$ cat config.mk
export PLATFORM = sky130hd
export DESIGN_NAME = iap_engine
export DESIGN_NICKNAME = d
export VERILOG_FILES = /design/src/hw/iap_pkg.sv /design/src/hw/iap_engine.sv
export VERILOG_INCLUDE_DIRS = /design/src /design/src/hw
export SDC_FILE = /design/constraint.sdc
export NUM_CORES = 1
export LEC_CHECK = 0
export ABC_AREA = 1
export BUFFER_PORTS_ARGS = -buffer_cell sky130_fd_sc_hd__buf_2
export CORE_MARGIN = 5
export CORE_UTILIZATION = 56
export DETAILED_ROUTE_END_ITERATION = 12
export GPL_ROUTABILITY_DRIVEN = 0
export PLACE_DENSITY = 0.77
export SLEW_MARGIN = 10
export SYNTH_ARGS = -nofsm -noshare
export SYNTH_HDL_FRONTEND = slang
export SYNTH_SLANG_ARGS = --single-unit
$ cat constraint.sdc
create_clock -name clk_sys -period 1.7 [get_ports clk_sys]
set_input_delay 0.34 -clock clk_sys [delete_from_list [all_inputs] [get_ports clk_sys]]
set_output_delay 0.34 -clock clk_sys [all_outputs]
set_load 0.1 [all_outputs]
$ cat src/hw/iap_params.svh
// Constants for the I2C script address-phase engine with acknowledge polling.
// Assumes a 100 MHz system clock; included by the package and the engine.
`ifndef IAP_PARAMS_SVH
`define IAP_PARAMS_SVH
`define IAP_CLK_HZ        100000000
`define IAP_MS_PER_S      1000
`define IAP_CYC_PER_MS    (`IAP_CLK_HZ / `IAP_MS_PER_S)
`define IAP_HALF_BIT_CYC  250
`define IAP_TMO_DEFAULT   16'h0000
`define IAP_DIR_READ      1'b1
`define IAP_DIR_WRITE     1'b0
`define IAP_BIT_LAST      3'h0
`define IAP_BIT_FIRST     3'h7
`endif

$ cat src/hw/iap_pkg.sv
// Types for the I2C script address-phase engine.
// Assumes iap_params.svh sits on the include path.
`include "iap_params.svh"
package iap_pkg;
  typedef enum logic [2:0] {
    IAP_OP_NONE  = 3'h0,
    IAP_OP_START = 3'h1,
    IAP_OP_ADRD  = 3'h2,
    IAP_OP_ADWR  = 3'h3,
    IAP_OP_TMO   = 3'h4,
    IAP_OP_END   = 3'h5
  } iap_op_e;

  typedef struct packed {
    iap_op_e     op;
    logic [6:0]  addr;
    logic [15:0] tmo_ms;
  } iap_cmd_s;

  typedef struct packed {
    logic done;
    logic ack;
    logic err;
  } iap_rsp_s;

  typedef enum logic [6:0] {
    IAP_ST_IDLE  = 7'h01,
    IAP_ST_START = 7'h02,
    IAP_ST_BIT   = 7'h04,
    IAP_ST_ACK   = 7'h08,
    IAP_ST_STOP  = 7'h10,
    IAP_ST_RESP  = 7'h20,
    IAP_ST_ABORT = 7'h40
  } iap_st_e;
endpackage : iap_pkg

$ cat src/hw/iap_engine.sv
// I2C script engine for start, address+read and address+write commands with ack polling.
// Assumes the host feeds one script command at a time and keeps scl/sda wired open-drain.
// Function
// - Zero timeout disables acknowledge polling
// - Nonzero timeout: poll until ack or expiry
// - Polling applies after start or restart
// - Timeout persists; resets zero at script end
// - Read command forces direction bit one
// - Write command forces direction bit zero
// - Address bits 7..1, direction bit 0
// - Sample acknowledge slot after eight bits
// - Missing acknowledge enters polling under timeout
// - Timeout counted in milliseconds
`timescale 1ns/10ps
`include "iap_params.svh"
module iap_engine
  import iap_pkg::*;
#(
  parameter int HALF_BIT_CYC = `IAP_HALF_BIT_CYC,
  parameter int CYC_PER_MS   = `IAP_CYC_PER_MS
) (
  input  wire logic     clk_sys,  // System clock, 100 MHz
  input  wire logic     rst,      // Synchronous reset, active high
  input  wire logic     cmd_vld,  // Command offered
  output logic          cmd_rdy,  // Command taken while high with cmd_vld
  input  iap_cmd_s      cmd,      // Script command
  output iap_rsp_s      rsp,      // One-cycle completion pulse and status
  output logic          busy,     // Script running
  input  wire logic     scl_i,    // Clock line level
  output logic          scl_o,    // Clock line drive value, always low
  output logic          scl_oe,   // Pull clock low
  input  wire logic     sda_i,    // Data line level
  output logic          sda_o,    // Data line drive value, always low
  output logic          sda_oe    // Pull data low
);
  if (HALF_BIT_CYC < 2 || CYC_PER_MS < 1) begin : g_bad_timing
    $error("iap_engine: bad timing parameter");
  end

  typedef struct packed {
    iap_st_e     st;
    logic [15:0] tmo_ms;
    logic [7:0]  abyte;
    logic [2:0]  bitn;
    logic [1:0]  ph;
    logic [31:0] div;
    logic [31:0] ms_cnt;
    logic [15:0] ms_left;
    logic        polling;
    logic        scl_lo;
    logic        sda_lo;
    logic        run;
    iap_rsp_s    rsp;
  } iap_state_s;

  iap_state_s s_reg;
  iap_state_s s_next;

  function automatic logic [7:0] addr_byte(input logic [6:0] a, input logic dir);
    return {a, dir};
  endfunction : addr_byte

  ////////////////////////////////////////////////////////////////////////////
  always_comb begin
    s_next = s_reg;
    s_next.rsp = '0;
    cmd_rdy = (s_reg.st == IAP_ST_IDLE);
    // Millisecond tick keeps running during polling so retries eat into the budget
    if (s_reg.polling) begin
      if (s_reg.ms_cnt == 32'(CYC_PER_MS - 1)) begin
        s_next.ms_cnt = '0;
        if (s_reg.ms_left != 16'h0000) s_next.ms_left = s_reg.ms_left - 16'h0001;
      end else begin
        s_next.ms_cnt = s_reg.ms_cnt + 32'h1;
      end
    end
    if (s_reg.div != 32'h0) s_next.div = s_reg.div - 32'h1;
    case (s_reg.st)
      IAP_ST_IDLE: begin
        if (cmd_vld) begin
          s_next.run = 1'b1;
          case (cmd.op)
            IAP_OP_TMO: begin
              s_next.tmo_ms = cmd.tmo_ms;
              s_next.rsp.done = 1'b1;
            end
            IAP_OP_END: begin
              s_next.tmo_ms = `IAP_TMO_DEFAULT;
              s_next.run = 1'b0;
              s_next.rsp.done = 1'b1;
            end
            IAP_OP_START: begin
              s_next.st = IAP_ST_START;
              s_next.ph = 2'h0;
              s_next.div = 32'(HALF_BIT_CYC);
            end
            IAP_OP_ADRD, IAP_OP_ADWR: begin
              // The bus must already hold a start from an earlier command
              s_next.abyte = addr_byte(cmd.addr, (cmd.op == IAP_OP_ADRD) ?
                                       `IAP_DIR_READ : `IAP_DIR_WRITE);
              s_next.st = IAP_ST_BIT;
              s_next.bitn = `IAP_BIT_FIRST;
              s_next.ph = 2'h0;
              s_next.div = 32'(HALF_BIT_CYC);
              s_next.polling = 1'b0;
              s_next.ms_cnt = '0;
              s_next.ms_left = s_reg.tmo_ms;
            end
            default: s_next.rsp.done = 1'b1;
          endcase
        end
      end
      IAP_ST_START: begin
        // Start or repeated start: release both, then sda low under scl high
        if (s_reg.div == 32'h0) begin
          s_next.div = 32'(HALF_BIT_CYC);
          s_next.ph = s_reg.ph + 2'h1;
          case (s_reg.ph)
            2'h0: s_next.sda_lo = 1'b0;
            2'h1: s_next.scl_lo = 1'b0;
            2'h2: s_next.sda_lo = 1'b1;
            default: begin
              s_next.scl_lo = 1'b1;
              s_next.ph = 2'h0;
              if (s_reg.polling) begin
                s_next.st = IAP_ST_BIT;
                s_next.bitn = `IAP_BIT_FIRST;
              end else begin
                s_next.st = IAP_ST_IDLE;
                s_next.rsp.done = 1'b1;
              end
            end
          endcase
        end
      end
      IAP_ST_BIT, IAP_ST_ACK: begin
        // Phase 0 sets data with scl low, phase 1 raises scl, phase 2 lowers it
        if (s_reg.div == 32'h0) begin
          s_next.div = 32'(HALF_BIT_CYC);
          case (s_reg.ph)
            2'h0: begin
              s_next.sda_lo = (s_reg.st == IAP_ST_BIT) ? !s_reg.abyte[s_reg.bitn] : 1'b0;
              s_next.ph = 2'h1;
            end
            2'h1: begin
              s_next.scl_lo = 1'b0;
              s_next.ph = 2'h2;
            end
            default: begin
              s_next.scl_lo = 1'b1;
              s_next.ph = 2'h0;
              if (s_reg.st == IAP_ST_BIT) begin
                if (s_reg.bitn == `IAP_BIT_LAST) s_next.st = IAP_ST_ACK;
                else s_next.bitn = s_reg.bitn - 3'h1;
              end else if (!sda_i) begin
                s_next.st = IAP_ST_RESP;
                s_next.rsp.ack = 1'b1;
              end else if (s_reg.tmo_ms == 16'h0000) begin
                s_next.st = IAP_ST_RESP;
                s_next.rsp.err = 1'b1;
              end else if (s_reg.polling && s_reg.ms_left == 16'h0000) begin
                s_next.st = IAP_ST_ABORT;
              end else begin
                s_next.polling = 1'b1;
                s_next.st = IAP_ST_START;
              end
            end
          endcase
        end
      end
      IAP_ST_RESP: begin
        s_next.rsp.done = 1'b1;
        s_next.rsp.ack = s_reg.rsp.ack;
        s_next.rsp.err = s_reg.rsp.err;
        s_next.polling = 1'b0;
        s_next.st = IAP_ST_IDLE;
      end
      IAP_ST_ABORT: begin
        // Stop condition ends the bus cycle before the script is dropped
        if (s_reg.div == 32'h0) begin
          s_next.div = 32'(HALF_BIT_CYC);
          s_next.ph = s_reg.ph + 2'h1;
          case (s_reg.ph)
            2'h0: s_next.sda_lo = 1'b1;
            2'h1: s_next.scl_lo = 1'b0;
            default: begin
              s_next.sda_lo = 1'b0;
              s_next.st = IAP_ST_STOP;
            end
          endcase
        end
      end
      IAP_ST_STOP: begin
        s_next.rsp.done = 1'b1;
        s_next.rsp.err = 1'b1;
        s_next.polling = 1'b0;
        s_next.run = 1'b0;
        s_next.tmo_ms = `IAP_TMO_DEFAULT;
        s_next.ph = 2'h0;
        s_next.st = IAP_ST_IDLE;
      end
      default: s_next.st = IAP_ST_IDLE;
    endcase
    // Hold scl while a target stretches it
    if (s_reg.st != IAP_ST_IDLE && !s_reg.scl_lo && scl_i == 1'b0 && s_reg.ph == 2'h2)
      s_next.div = s_reg.div;
  end

  ////////////////////////////////////////////////////////////////////////////
  always_ff @(posedge clk_sys) begin
    if (rst) begin
      s_reg <= '0;
      s_reg.st <= IAP_ST_IDLE;
      s_reg.tmo_ms <= `IAP_TMO_DEFAULT;
    end else begin
      s_reg <= s_next;
    end
  end

  assign rsp    = s_reg.rsp;
  assign busy   = s_reg.run;
  assign scl_o  = 1'b0;
  assign sda_o  = 1'b0;
  assign scl_oe = s_reg.scl_lo;
  assign sda_oe = s_reg.sda_lo;
endmodule : iap_engine

# Word-level counts from Yosys, hierarchy flattened
# Cells that the tools add are included.
[totals] reg_bits=123 in_bits=31 out_inout_bits=9 word_cells=171
[op_classes] n_addsub=5 order_cmp=1 n_eq_ne=41 muxes=74 bitwise_logic=1 n_reduce_logical=34
[ops] op="case mux 32 bit (4 select lines)" n=1
[ops] op="2-to-1 mux 117 bit" n=1
[ops] op="2-to-1 mux 48 bit" n=2
[ops] op="2-to-1 mux 7 bit" n=11
[ops] op="2-to-1 mux 37 bit" n=2
[ops] op="2-to-1 mux 34 bit" n=2
[ops] op="2-to-1 mux 32 bit" n=2
[ops] op="case mux 16 bit (2 select lines)" n=2
[ops] op="2-to-1 mux 49 bit" n=1
[ops] op="inequality test 2 bit (second input constant)" n=18
[ops] op="adder 32 x 1 -> 32 bit (second input constant)" n=1
[ops] op="equality test 32 x 17 -> 1 bit (second input constant)" n=1
[ops] op="zero test 16 bit" n=2
[ops] op="zero test 32 bit" n=1
[ops] op="2-to-1 mux 16 bit" n=2
[ops] op="nonzero test 32 bit" n=1
[ops] op="subtractor 32 x 1 -> 32 bit (second input constant)" n=1
[ops] op="case mux 7 bit (4 select lines)" n=1
[ops] op="2-to-1 mux 1 bit" n=18
[ops] op="2-to-1 mux 3 bit" n=6
[ops] op="AND reduction 9 bit" n=2
[ops] op="nonzero test 16 bit" n=1
[ops] op="subtractor 16 x 1 -> 16 bit (second input constant)" n=1
[ops] op="case mux 7 bit (2 select lines)" n=1
[ops] op="other kinds (45)" n=75

# Depth between registers and ports, before layout
# Gate-level depths: netlist of run 1.
[logic_depth] word_depth=9 mapped_depth=14 mapped_depth_nobuf=13

# Worst setup path after synthesis of run 1
# No wires, ideal clock.
[synth_path] path_kind="flip-flop to flip-flop" startpoint="register s_reg, in the netlist scl_oe" endpoint="register s_reg[67] (netlist bit)" setup_ns=0.070 arrival_time_ns=1.989 required_ns=1.630 path_slack_ns=-0.359 stages_incl_launch_ff=8 n_path_buf=0 synth_period_minus_slack_ns=2.059 path_cell_list="dfxtp_1 -> nor3_1 -> nand2_4 -> inv_2 -> nor3_2 -> inv_1 -> or2_0 -> a21oi_1"
[synth_between] elab_chain_len=4
[synth_rtl] item="start, declared" line="iap_engine.sv:56" rtl="iap_state_s s_reg;"
[synth_rtl] item="start signal, assigned" line="iap_engine.sv:216" rtl="s_reg <= s_next;"
[synth_rtl] item="zero test 1 bit" line="iap_engine.sv:205" rtl="if (s_reg.st != IAP_ST_IDLE && !s_reg.scl_lo && scl_i == 1'b0 && s_reg.ph == 2'h2)"
[synth_rtl] item="logical AND 1 bit (3 in series)" line="iap_engine.sv:205"
# Every way passes these cells.
# A chain may end at the register's enable or synchronous reset.

# Worst setup path in the final report of run 1
[layout_path] startpoint="register s_reg[119] (netlist bit)" endpoint="register s_reg[85] (netlist bit)"
[layout_between] elab_chain_len=4 word_cells_on_any_way=11 cone_classes="eq/ne (6); mux (1); reduce/logical (4)"
[layout_rtl] item="parallel branches: the longest is 4 deep, another holds case mux 32 bit (4 select lines)"
# Parallel ways; which one is timed is not known.

==> results of run 1 <==
==> Yosys cell counts, drive strengths merged (7+ instances only) <==
master	number	share of area
nand2	274	0.14
nor2	203	0.11
inv	186	0.091
nand3	125	0.086
dfxtp	123	0.32
o21ai	62	0.041
a21oi	52	0.034
nor3	40	0.030
nand4	34	0.029
buf	18	0.016
xor2	16	0.018
clkbuf	15	0.0073
ha	12	0.020
o31ai	7	0.0068
==> per-stage QoR <==
| step | utilization | TNS [ns] | hold WS, ns | cells | total power [uW] |
|---|---|---|---|---|---|
| 6_report | 0.867 | -19.76 | 0.133 | 1634 | 21600 |
| 4_1_cts | 0.765 | -1.45 | 0.125 | 1609 | 17900 |
| 3_5_place_dp | 0.685 | -6.74 | 0.455 | 1558 | 12800 |
| 3_3_place_gp | 0.685 | -2.23 | 0.451 | 1558 | 12600 |
| 5_1_grt | 0.867 | -26.07 | 0.155 | 1634 | 22400 |
| 2_1_floorplan | - | 0 | 0.425 | 1218 | 9760 |
==> repair_timing <==
| item | CTS | global route |
|---|---|---|
| resized for setup | 92 | 332 |
| gates cloned | 1 | 3 |
| endpoints found under the setup margin | 112 | 124 |
| buffers inserted | 19 | 23 |
| endpoints found under the hold margin | 0 | 0 |
| pin swaps | 34 | 81 |
| hold buffers | 0 | 0 |
==> final timing paths <==
kind	startpoint	end	slack [ns]
worst max-delay path	s_reg[119]	s_reg[85]	-0.40
worst min-delay path	cmd[3]	s_reg[103]	0.13
worst max register to register	s_reg[119]	s_reg[85]	-0.40
worst min register to register	s_reg[96]	s_reg[96]	0.49
==> critical path: stages (launching register included) <==
cell,delay [ns]
dfxtp_4,0.37
nor2_4,0.17
inv_2,0.08
nor2_4,0.14
nand2_8,0.12
a21boi_2,0.17
nand4_1,0.28
nor2_4,0.29
nand3_2,0.09
nand2_1,0.10
inv_1,0.05
nor2_1,0.15
==> final cells by class <==
type,count,area [um2]
Inverter,186,746
Clock buffer,17,425
Fill cell,580,1770
Timing Repair Buffer,239,1950
Timing Repair inverter,2,25.0
Multi-Input combinational cell,876,5510
Tap cell,176,220
Clock inverter,15,199
Sequential cell,123,2500
==> cell families (layout without fill, tap and decap cells) <==
family          Yosys count  after routing  synth area share
fa+ha+maj                12             12            0.0196
simple gates            699            699             0.416
compound gates          142            142             0.105
buf+inv                 219            459             0.114
other cells               1              2          0.000489
xor+xnor                 21             21            0.0240
flops                   123            123             0.321
==> power breakdown <==
group | internal [uW] | total (uW) | switching [uW]
clock | 2450 | 3950 | 1500
sequential | 3450 | 4060 | 601
combinational | 5120 | 13600 | 8460
total | 11000 | 21600 | 10600
==> layer usage <==
layer  routed length (um)  up-vias  track usage
met4                 3020        0        0.110
met5                    0        -            0
li1                     -     4386            -
met1                11500     4766        0.362
met3                 3560      319       0.0588
met2                15800      936        0.507
==> flow_summary_export.csv, run 1 <==
group,metric,value,unit
outcome,outcome,"finished, violations left",
outcome,violations,"negative setup slack",
global_routing,antenna_found_initial,0,
place,post-place-ws,-0.177,ns
global_routing,grt_pass1_wl,39.2,mm
clock_network,worst_skew_pair.late_latency,0.44,ns
die,die-area,16100,um2
finish,syn_to_final_growth,50.8,%
synthesis,syn_avg_cell_area,6.30,um2
routing,viasPerCell,6.37,
synthesis,synth-edff-count,0,
pwr,leakage,0.00532,uW
finish,nets,1488,
timing,layout_min_cycle_time,2.10,ns
synthesis,ys_types,54,
routing,drt-initial-drc-count,1637,
die,rows,42,
die,initial_core_util,0.575,
finish,final_common_cell,"nand2_1",
timing,rsz0062_at_grt,"true",
synthesis,synth-seq-area-share,0.321,
place,placed_area,9150,um2
clock_network,root_buffer,"clkbuf_16",
synthesis,syn_inst,1217,
synthesis,yosys_warnings,0,
die,die_h,127,um
routing,wl,33.9,mm
critical_path,arrival,2.46,ns
timing,setup_ws,-0.402,ns
critical_path,cp-end-kind,"register",
timing,skew,0.00866,ns
min_path,hp-class,"input port to register",
die,core,13300,um2
global_routing,grt.overflow.total,0,
routing,wl_per_cell,20.8,um
pwr,peakVddDrop,0.00228,V
global_routing,track_usage,0.293,
synthesis,async_reset_ff_frac,0,
timing,hold_viol,0,
critical_path,worstPathMaxFanout,7,
critical_path,reg2reg_depth,11,
finish,finish.instance_area,11600,um2
finish,largest_reg_flops,117,
timing,finalMaxSlewViolations,0,
clock_network,htreeDepth,4,
critical_path,cp-start-kind,"register",
routing,ant_nets,0,
timing,finalSetupViolations,123,
routing,firstDrtPassIters,6,
critical_path,path_class,"register to register",
finish,antenna_cells,0,
synthesis,syn_area,7670,um2
place,dpl.hpwl,16.0,mm
clock_network,cts.clk_slew.worst_paths,0.06,ns
clock_network,cts_num_sinks,123,
synthesis,ys.flop_type,"dfxtp_1",
critical_path,cp.required,2.06,ns
place,portBuffers,37,
synthesis,ys_ff_latch,123,
finish,mostFrequentLayoutCells,"nand2_1 (213), buf_4 (163), nor2_1 (142)",
timing,fmax,0.476,GHz
timing,period_share,1.24,
die,die_x,127,um
global_routing,grt_pass1_vias,8594,
routing,vias,10400,
finish,drive_gt1_frac,0.415,
die,ios,40,
global_routing,grt_max_degree,33,
clock_network,cts_buffer_depth,2,
clock_network,cts_buffers,17,
job,drv_cap,0,
pwr,pwr_density_cell,1870,nW/um2
routing,drc,0,
clock_network,cts_tree,"yes",
min_path,min_path_cells,3,
No activity file was read; power rests on OpenSTA's default activity.
==> run 2, diff against run 1 <==
ABC_AREA = not set   (was 1)
CORE_UTILIZATION = 55   (was 56)
PLACE_DENSITY = 0.76   (was 0.77)
==> run 2 against run 1 <==
  * The run now fails in 5_1_grt
  * Synthesized cell count fell by 37%
  * Synthesized area decreased by 17%
==> flow_summary_export.csv, run 2 <==
group,metric,value,unit
synthesis,synth_top_area_cell,"dfxtp_1",
synthesis,ys_types,75,
synthesis,yosys_warnings,0,
synthesis,synth-seq-area-share,0.385,
synthesis,ys_top_cells_by_count,"dfxtp_1 (123), nor2_1 (107), nand2_1 (56)",
clock_network,cts_num_sinks,123,
timing,grt-worst-endpoint,"s_reg[69]$_SDFFE_PP0N_/D",
clock_network,root_buffer,"clkbuf_16",
outcome,error,"[ERROR DPL-0038] Utilization greater than 100%, impossible to legalize",
outcome,stop_stage,"5_1_grt",
global_routing,grt_max_degree,33,
synthesis,synth-edff-count,0,
place,portBuffers,37,
outcome,outcome,"stopped before the end",
synthesis,syn_avg_cell_area,8.31,um2
synthesis,synthTopCellsByArea,"dfxtp_1 (39%), xor2_1 (6.7%), nor2_1 (6.3%)",
synthesis,syn_area,6390,um2
die,initial_core_util,0.560,
clock_network,cts_hold_buffers,0,
die,rows,39,
synthesis,synth_most_common_cell,"dfxtp_1",
die,ios,40,
timing,worstEpCategory,"register data pin",
die,die_h,118,um
clock_network,cts_buffers,17,
clock_network,htreeDepth,4,
clock_network,cts_buffer_depth,2,
synthesis,async_reset_ff_frac,0,
die,die_x,118,um
place,dpl.hpwl,15.0,mm
synthesis,ys_ff_latch,123,
synthesis,syn_inst,769,
synthesis,ys.flop_type,"dfxtp_1",
synthesis,post-synth-top-area-fraction,0.385,
run 2: cell types whose count changed after synthesis, sizes merged, moves of 23 or more:
| cell | delta |
|---|---|
| a211oi | +23 |
| a21oi | -25 |
| inv | -164 |
| nand2 | -218 |
| nand3 | -95 |
| nor2 | -96 |
| o21ai | -44 |
| xor2 | +33 |
run 2: repair_timing:
action	4_1_cts
gates resized for setup	156
pin swaps	107
hold endpoints to repair	0
gates cloned	7
setup endpoints to repair	123
buffers inserted	38
run 2: logic make-up after synthesis:
kind of cell / count (synthesis) / synth area share
XOR/XNOR: 64 / 0.0877
AO/OA/AOI/OAI: 138 / 0.153
flip-flops: 123 / 0.385
adder cells (fa/ha/maj): 12 / 0.0235
buffers and inverters: 65 / 0.0421
AND/OR/NAND/NOR: 360 / 0.295
other: 1 / 0.000587
multiplexers: 6 / 0.0135
run 2: metrics by stage:
step                      area, um2  setup WS (ns)  instances
after CTS                     10400         -0.818       1203
after detailed placement       8760         -0.889       1131
after floorplan                6870         -0.740        770
after global placement         8760         -0.804       1131
==> run 3, diff against run 2 <==
CORE_UTILIZATION = 40   (was 55)
PLACE_DENSITY = not set   (was 0.76)
PLACE_DENSITY_LB_ADDON = 0.15   (was not set)
clock period = 2.2 ns   (was 1.7 ns; I/O delays follow)
==> run 3 against run 2 <==
  * Synthesized cell count unchanged
  * Synthesized area unchanged
  * The flow now finishes, with violations (negative setup slack)
==> flow_summary_export.csv, run 3 <==
group,metric,value,unit
outcome,outcome,"finished, violations left",
outcome,violations,"negative setup slack",
min_path,hp-class,"input port to register",
job,drv_cap,0,
synthesis,ys_top_cells_by_count,"dfxtp_1 (123), nor2_1 (107), nand2_1 (56)",
routing,highest_layer,"met4",
clock_network,cts_buffer_depth,2,
pwr,p_sw_frac,0.391,
global_routing,grt_pass1_vias,6216,
clock_network,cts_num_sinks,123,
pwr,pwr-share-comb,0.539,
critical_path,path_class,"register to register",
global_routing,grt_max_degree,39,
synthesis,synth-edff-count,0,
routing,vias,6312,
synthesis,syn_area,6390,um2
synthesis,syn_avg_cell_area,8.31,um2
routing,firstDrtPassIters,6,
pwr,leakage,0.00350,uW
timing,finalMaxSlewViolations,0,
critical_path,arrival,2.75,ns
timing,relSlewSlack,0.642,
timing,finalSetupViolations,42,
pwr,p_int,7270,uW
critical_path,cp.required,2.50,ns
routing,viasPerCell,5.48,
finish,mostFrequentLayoutCells,"buf_4 (109), dfxtp_1 (108), nor2_1 (105)",
synthesis,ys_types,75,
global_routing,grt_pass1_wl,30.5,mm
critical_path,cpMaxStageDelayCell,"or4_4",
timing,fmax,0.408,GHz
critical_path,critical_path.cell_chain,"or4_4 -> or4_4 -> a2111o_1 -> a211oi_2 -> or2_4 -> buf_12 -> nor2_1",
place,dpl.hpwl,13.4,mm
pwr,peakVddDrop,0.000859,V
critical_path,cp-end-kind,"register",
routing,routed-wl-met3,785,um
pwr,p_switching,4670,uW
die,initial_core_util,0.405,
global_routing,antenna_found_initial,0,
die,die-area,18600,um2
routing,met2WireLength,9.06,mm
routing,ant_nets,0,
timing,hold_viol,0,
clock_network,worst_skew_pair.late_latency,0.42,ns
finish,antenna_cells,0,
synthesis,post-synth-top-area-fraction,0.385,
routing,m1WireLength,8.83,mm
synthesis,ys.flop_type,"dfxtp_1",
global_routing,track_usage,0.205,
timing,skew,0.00889,ns
timing,worst_pin_slew,0.533,ns
place,post-place-ws,-0.320,ns
routing,drt-initial-drc-count,473,
die,die_x,136,um
die,rows,46,
critical_path,path_common_cell,"or4_4",
critical_path,cpPeakStageDelay,0.53,ns
finish,syn_to_final_growth,39.9,%
synthesis,synth-seq-area-share,0.385,
routing,wl_per_cell,16.4,um
pwr,total_power,11900,uW
critical_path,worstPathMaxFanout,11,
clock_network,cts_hold_buffers,0,
place,portBuffers,37,
routing,drc,0,
synthesis,syn_inst,769,
synthesis,synth_top_area_cell,"dfxtp_1",
finish,drive_gt1_frac,0.319,
critical_path,cp-start-kind,"register",
clock_network,cts.clk_slew.worst_paths,0.06,ns
routing,wl,18.9,mm
pwr,p_seq_frac,0.235,
timing,layout_min_cycle_time,2.45,ns
finish,largest_reg_flops,117,
synthesis,synth_most_common_cell,"dfxtp_1",
clock_network,cts_tree,"yes",
synthesis,ys_ff_latch,123,
clock_network,cts_buffers,17,
global_routing,grt.overflow.total,0,
synthesis,yosys_warnings,0,
pwr,pwr_density_cell,1330,nW/um2
clock_network,root_buffer,"clkbuf_16",
synthesis,async_reset_ff_frac,0,
die,core,15800,um2
synthesis,synthTopCellsByArea,"dfxtp_1 (39%), xor2_1 (6.7%), nor2_1 (6.3%)",
finish,final_common_cell,"buf_4",
pwr,clkPwrFrac,0.226,
timing,setup_ws,-0.253,ns
timing,period_share,1.11,
clock_network,htreeDepth,4,
timing,rsz0062_at_grt,"true",
finish,nets,965,
die,die_h,136,um
die,ios,40,
run 3: cell families after synthesis:
group                      synth area share
buffers and inverters                0.0421
xor gates and xnor gates             0.0877
adders and majority gates            0.0235
muxes                                0.0135
and+or+nand+nor                       0.295
other                              0.000587
AOI/OAI and AO/OA                     0.153
DFF                                   0.385
run 3: layout make-up:
cell class	instances	area [um2]
Timing Repair Buffer	175	1410
Fill cell	1438	6830
Tap cell	216	270
Multi-Input combinational cell	582	4110
Clock buffer	18	429
Inverter	23	98.8
Sequential cell	123	2490
Clock inverter	14	140
run 3: through the flow:
step	std cells	instance area (um2)	TNS [ns]	utilization	hold slack (ns)
floorplan	770	6580	-6.19	-	0.433
global placement	1097	7780	-9.27	0.493	0.448
detailed placement	1097	7780	-11.21	0.493	0.453
CTS	1139	8620	-10.38	0.547	0.211
global route	1151	8940	-10.62	0.567	0.219
finish	1151	8940	-7.81	0.567	0.228
run 3: critical path, delay by kind of cell, from the launching register on:
kind	cells	cell delay (ns)
and+or+nand+nor	4	1.29
AOI/OAI and AO/OA	2	0.58
DFF	1	0.32
buffers and inverters	1	0.14
run 3: power by group through the flow:
stage                     registers, uW  logic, uW  clock network (uW)
after floorplan                    2890       3120                   0
after global placement             2800       5250                   0
after detailed placement           2810       5340                   0
after CTS                          2770       5920                2740
after global routing               2850       6950                2840
final                              2810       6430                2690
run 3: worst paths after layout:
kind | startpoint | end | slack [ns] | cells after the start
worst max register to register | s_reg[64] | s_reg[64] | -0.25 | 7
worst min-delay path | cmd[6] | s_reg[106] | 0.23 | 2
worst max-delay path | s_reg[64] | s_reg[64] | -0.25 | 7
worst min register to register | s_reg[96] | s_reg[96] | 0.46 | 2
run 3: layer usage:
metal,GRT usage,vias up
met1,0.273,3020
met4,0.0588,0
li1,-,3122
met5,0,-
met3,0.0522,27
met2,0.330,143
run 3: what timing repair did:
action                                  4_1_cts  5_1_grt
endpoints found under the setup margin       62       69
buffers inserted                             11       14
cloned                                        1        1
resized for setup                            37       62
pin swaps                                    31       47
==> run 4, diff against run 3 <==
CORE_MARGIN = 4   (was 5)
CORE_UTILIZATION = 50   (was 40)
==> run 4 against run 3 <==
  * The run still ends with negative setup slack left
  * Cell area down 1.2%
  * Setup slack better by 0.0095 ns
  * Count of clock-buffer cells in the layout up 2
  * Power up 1.2%
  * Clock skew is 0.0026 ns higher
  * Sequential share of layout area rose by 0.25 points
  * Critical path depth did not move
  * Wire length grew 2.8%
  * Largest cell class unchanged
  * Highest routed layer unchanged
==> flow_summary_export.csv, run 4 (synthesized netlist as in run 3, its figures left out) <==
group,metric,value,unit
timing,worst_pin_slew,0.512,ns
pwr,pwr_density_cell,1370,nW/um2
critical_path,cp.depth,7,
finish,mostFrequentLayoutCells,"dfxtp_1 (112), nor2_1 (104), buf_4 (102)",
timing,setup_ws,-0.243,ns
critical_path,cp-start-kind,"register",
timing,rsz0062_at_grt,"true",
timing,relSlewSlack,0.656,
routing,drc,0,
finish,instances_no_fill,1092,
routing,firstDrtPassIters,5,
critical_path,cpPeakStageDelay,0.52,ns
timing,period_share,1.11,
finish,multi_input_area,4140,um2
critical_path,cp-startpoint,"s_reg[64]",
routing,drt-initial-drc-count,560,
clock_network,cts.clk_slew.worst_paths,0.06,ns
finish,syn_to_final_growth,38.3,%
routing,viasPerCell,5.91,
timing,layout_min_cycle_time,2.44,ns
finish,final_common_cell,"dfxtp_1",
die,core,12600,um2
clock_network,cts_hold_buffers,0,
timing,holdWs,0.221,ns
clock_network,root_buffer,"clkbuf_16",
die,die-area,14700,um2
clock_network,htreeDepth,4,
critical_path,path_common_cell,"or4_4",
min_path,min_path_cells,2,
global_routing,track_usage,0.258,
critical_path,cp-end-kind,"register",
place,placed_cells,1043,
job,drv_cap,0,
critical_path,cp.required,2.51,ns
routing,ant_nets,0,
timing,skew,0.0115,ns
pwr,peakVddDrop,0.000671,V
critical_path,cpMaxStageDelayCell,"or4_4",
critical_path,critical_path.cell_chain,"or4_4 -> or4_4 -> a2111o_1 -> a211oi_2 -> or2_4 -> clkbuf_16 -> a21oi_1",
global_routing,grt_pass1_vias,6164,
place,portBuffers,37,
timing,finalSetupViolations,41,
die,die_h,121,um
finish,nets,950,
clock_network,cts_num_sinks,123,
critical_path,path_class,"register to register",
routing,vias,6453,
critical_path,crit_buf_inv,1,
clock_network,cts_buffer_depth,2,
global_routing,grt_max_degree,39,
outcome,violations,"negative setup slack",
timing,finalMaxSlewViolations,0,
clock_network,cts_tree,"yes",
critical_path,r2r-start,"s_reg[64]",
clock_network,worst_skew_pair.late_latency,0.43,ns
outcome,outcome,"finished, violations left",
global_routing,antenna_found_initial,0,
global_routing,grt.overflow.total,0,
die,initial_core_util,0.509,
finish,fill_cells,963,
die,ios,40,
critical_path,critPathTopFamily,"simple AND/OR/NAND/NOR gates",
die,rows,41,
timing,tns,-7.53,ns
critical_path,reg2reg_depth,7,
place,dpl.hpwl,13.4,mm
critical_path,arrival,2.75,ns
finish,regArea,2480,um2
critical_path,worstPathMaxFanout,10,
pwr,leakage,0.00347,uW
finish,antenna_cells,0,
finish,largest_reg_flops,117,
min_path,hp-class,"input port to register",
min_path,min_from,"cmd[14]",
timing,hold_viol,0,
die,die_x,121,um
global_routing,grt_pass1_wl,30.2,mm
finish,drive_gt1_frac,0.310,
timing,fmax,0.409,GHz
routing,wl,19.5,mm
routing,wl_per_cell,17.8,um
clock_network,cts_buffers,17,
[run 4: metal layers]
metal,up-vias,routed length [um],GRT usage
li1,3087,-,-
met1,3078,8410,0.337
met2,238,9480,0.418
met3,50,1140,0.0587
met4,0,434,0.0935
met5,-,0,0
[run 4: final timing paths]
| kind | to | slack (ns) |
|---|---|---|
| setup / recovery | s_reg[78] | -0.24 |
| hold / removal | s_reg[114] | 0.22 |
| setup reg to reg | s_reg[78] | -0.24 |
| hold reg to reg | s_reg[96] | 0.46 |
[run 4: area by class of cell]
class	instances	share of cell area
tap	172	0.0243
clock buffer	20	0.0517
multi-input combinational	582	0.469
timing repair buffer	160	0.143
inverter	23	0.0115
clock inverter	12	0.0209
sequential	123	0.280
[run 4: stage by stage]
stage / cell area, um2 / total power, uW / setup WS, ns / utilization
6_report: 8840 / 12100 / -0.243 / 0.703
5_1_grt: 8840 / 12700 / -0.310 / 0.703
4_1_cts: 8410 / 11300 / -0.230 / 0.669
3_5_place_dp: 7650 / 8020 / -0.253 / 0.609
3_3_place_gp: 7650 / 7870 / -0.236 / 0.609
2_1_floorplan: 6580 / 6010 / -0.240 / -
[run 4: where the power goes]
| part | leakage (uW) | internal [uW] | switching (uW) |
|---|---|---|---|
| clock | 0.000300 | 1970 | 1080 |
| combinational | 0.00217 | 2880 | 3310 |
| sequential | 0.00100 | 2540 | 302 |
| total | 0.00347 | 7390 | 4690 |
[run 4: repair_timing]
item | 4_1_cts | 5_1_grt
buffers inserted | 5 | 11
pin swaps | 26 | 30
setup endpoints to repair | 53 | 77
gates cloned | 0 | 2
resized for setup | 20 | 75
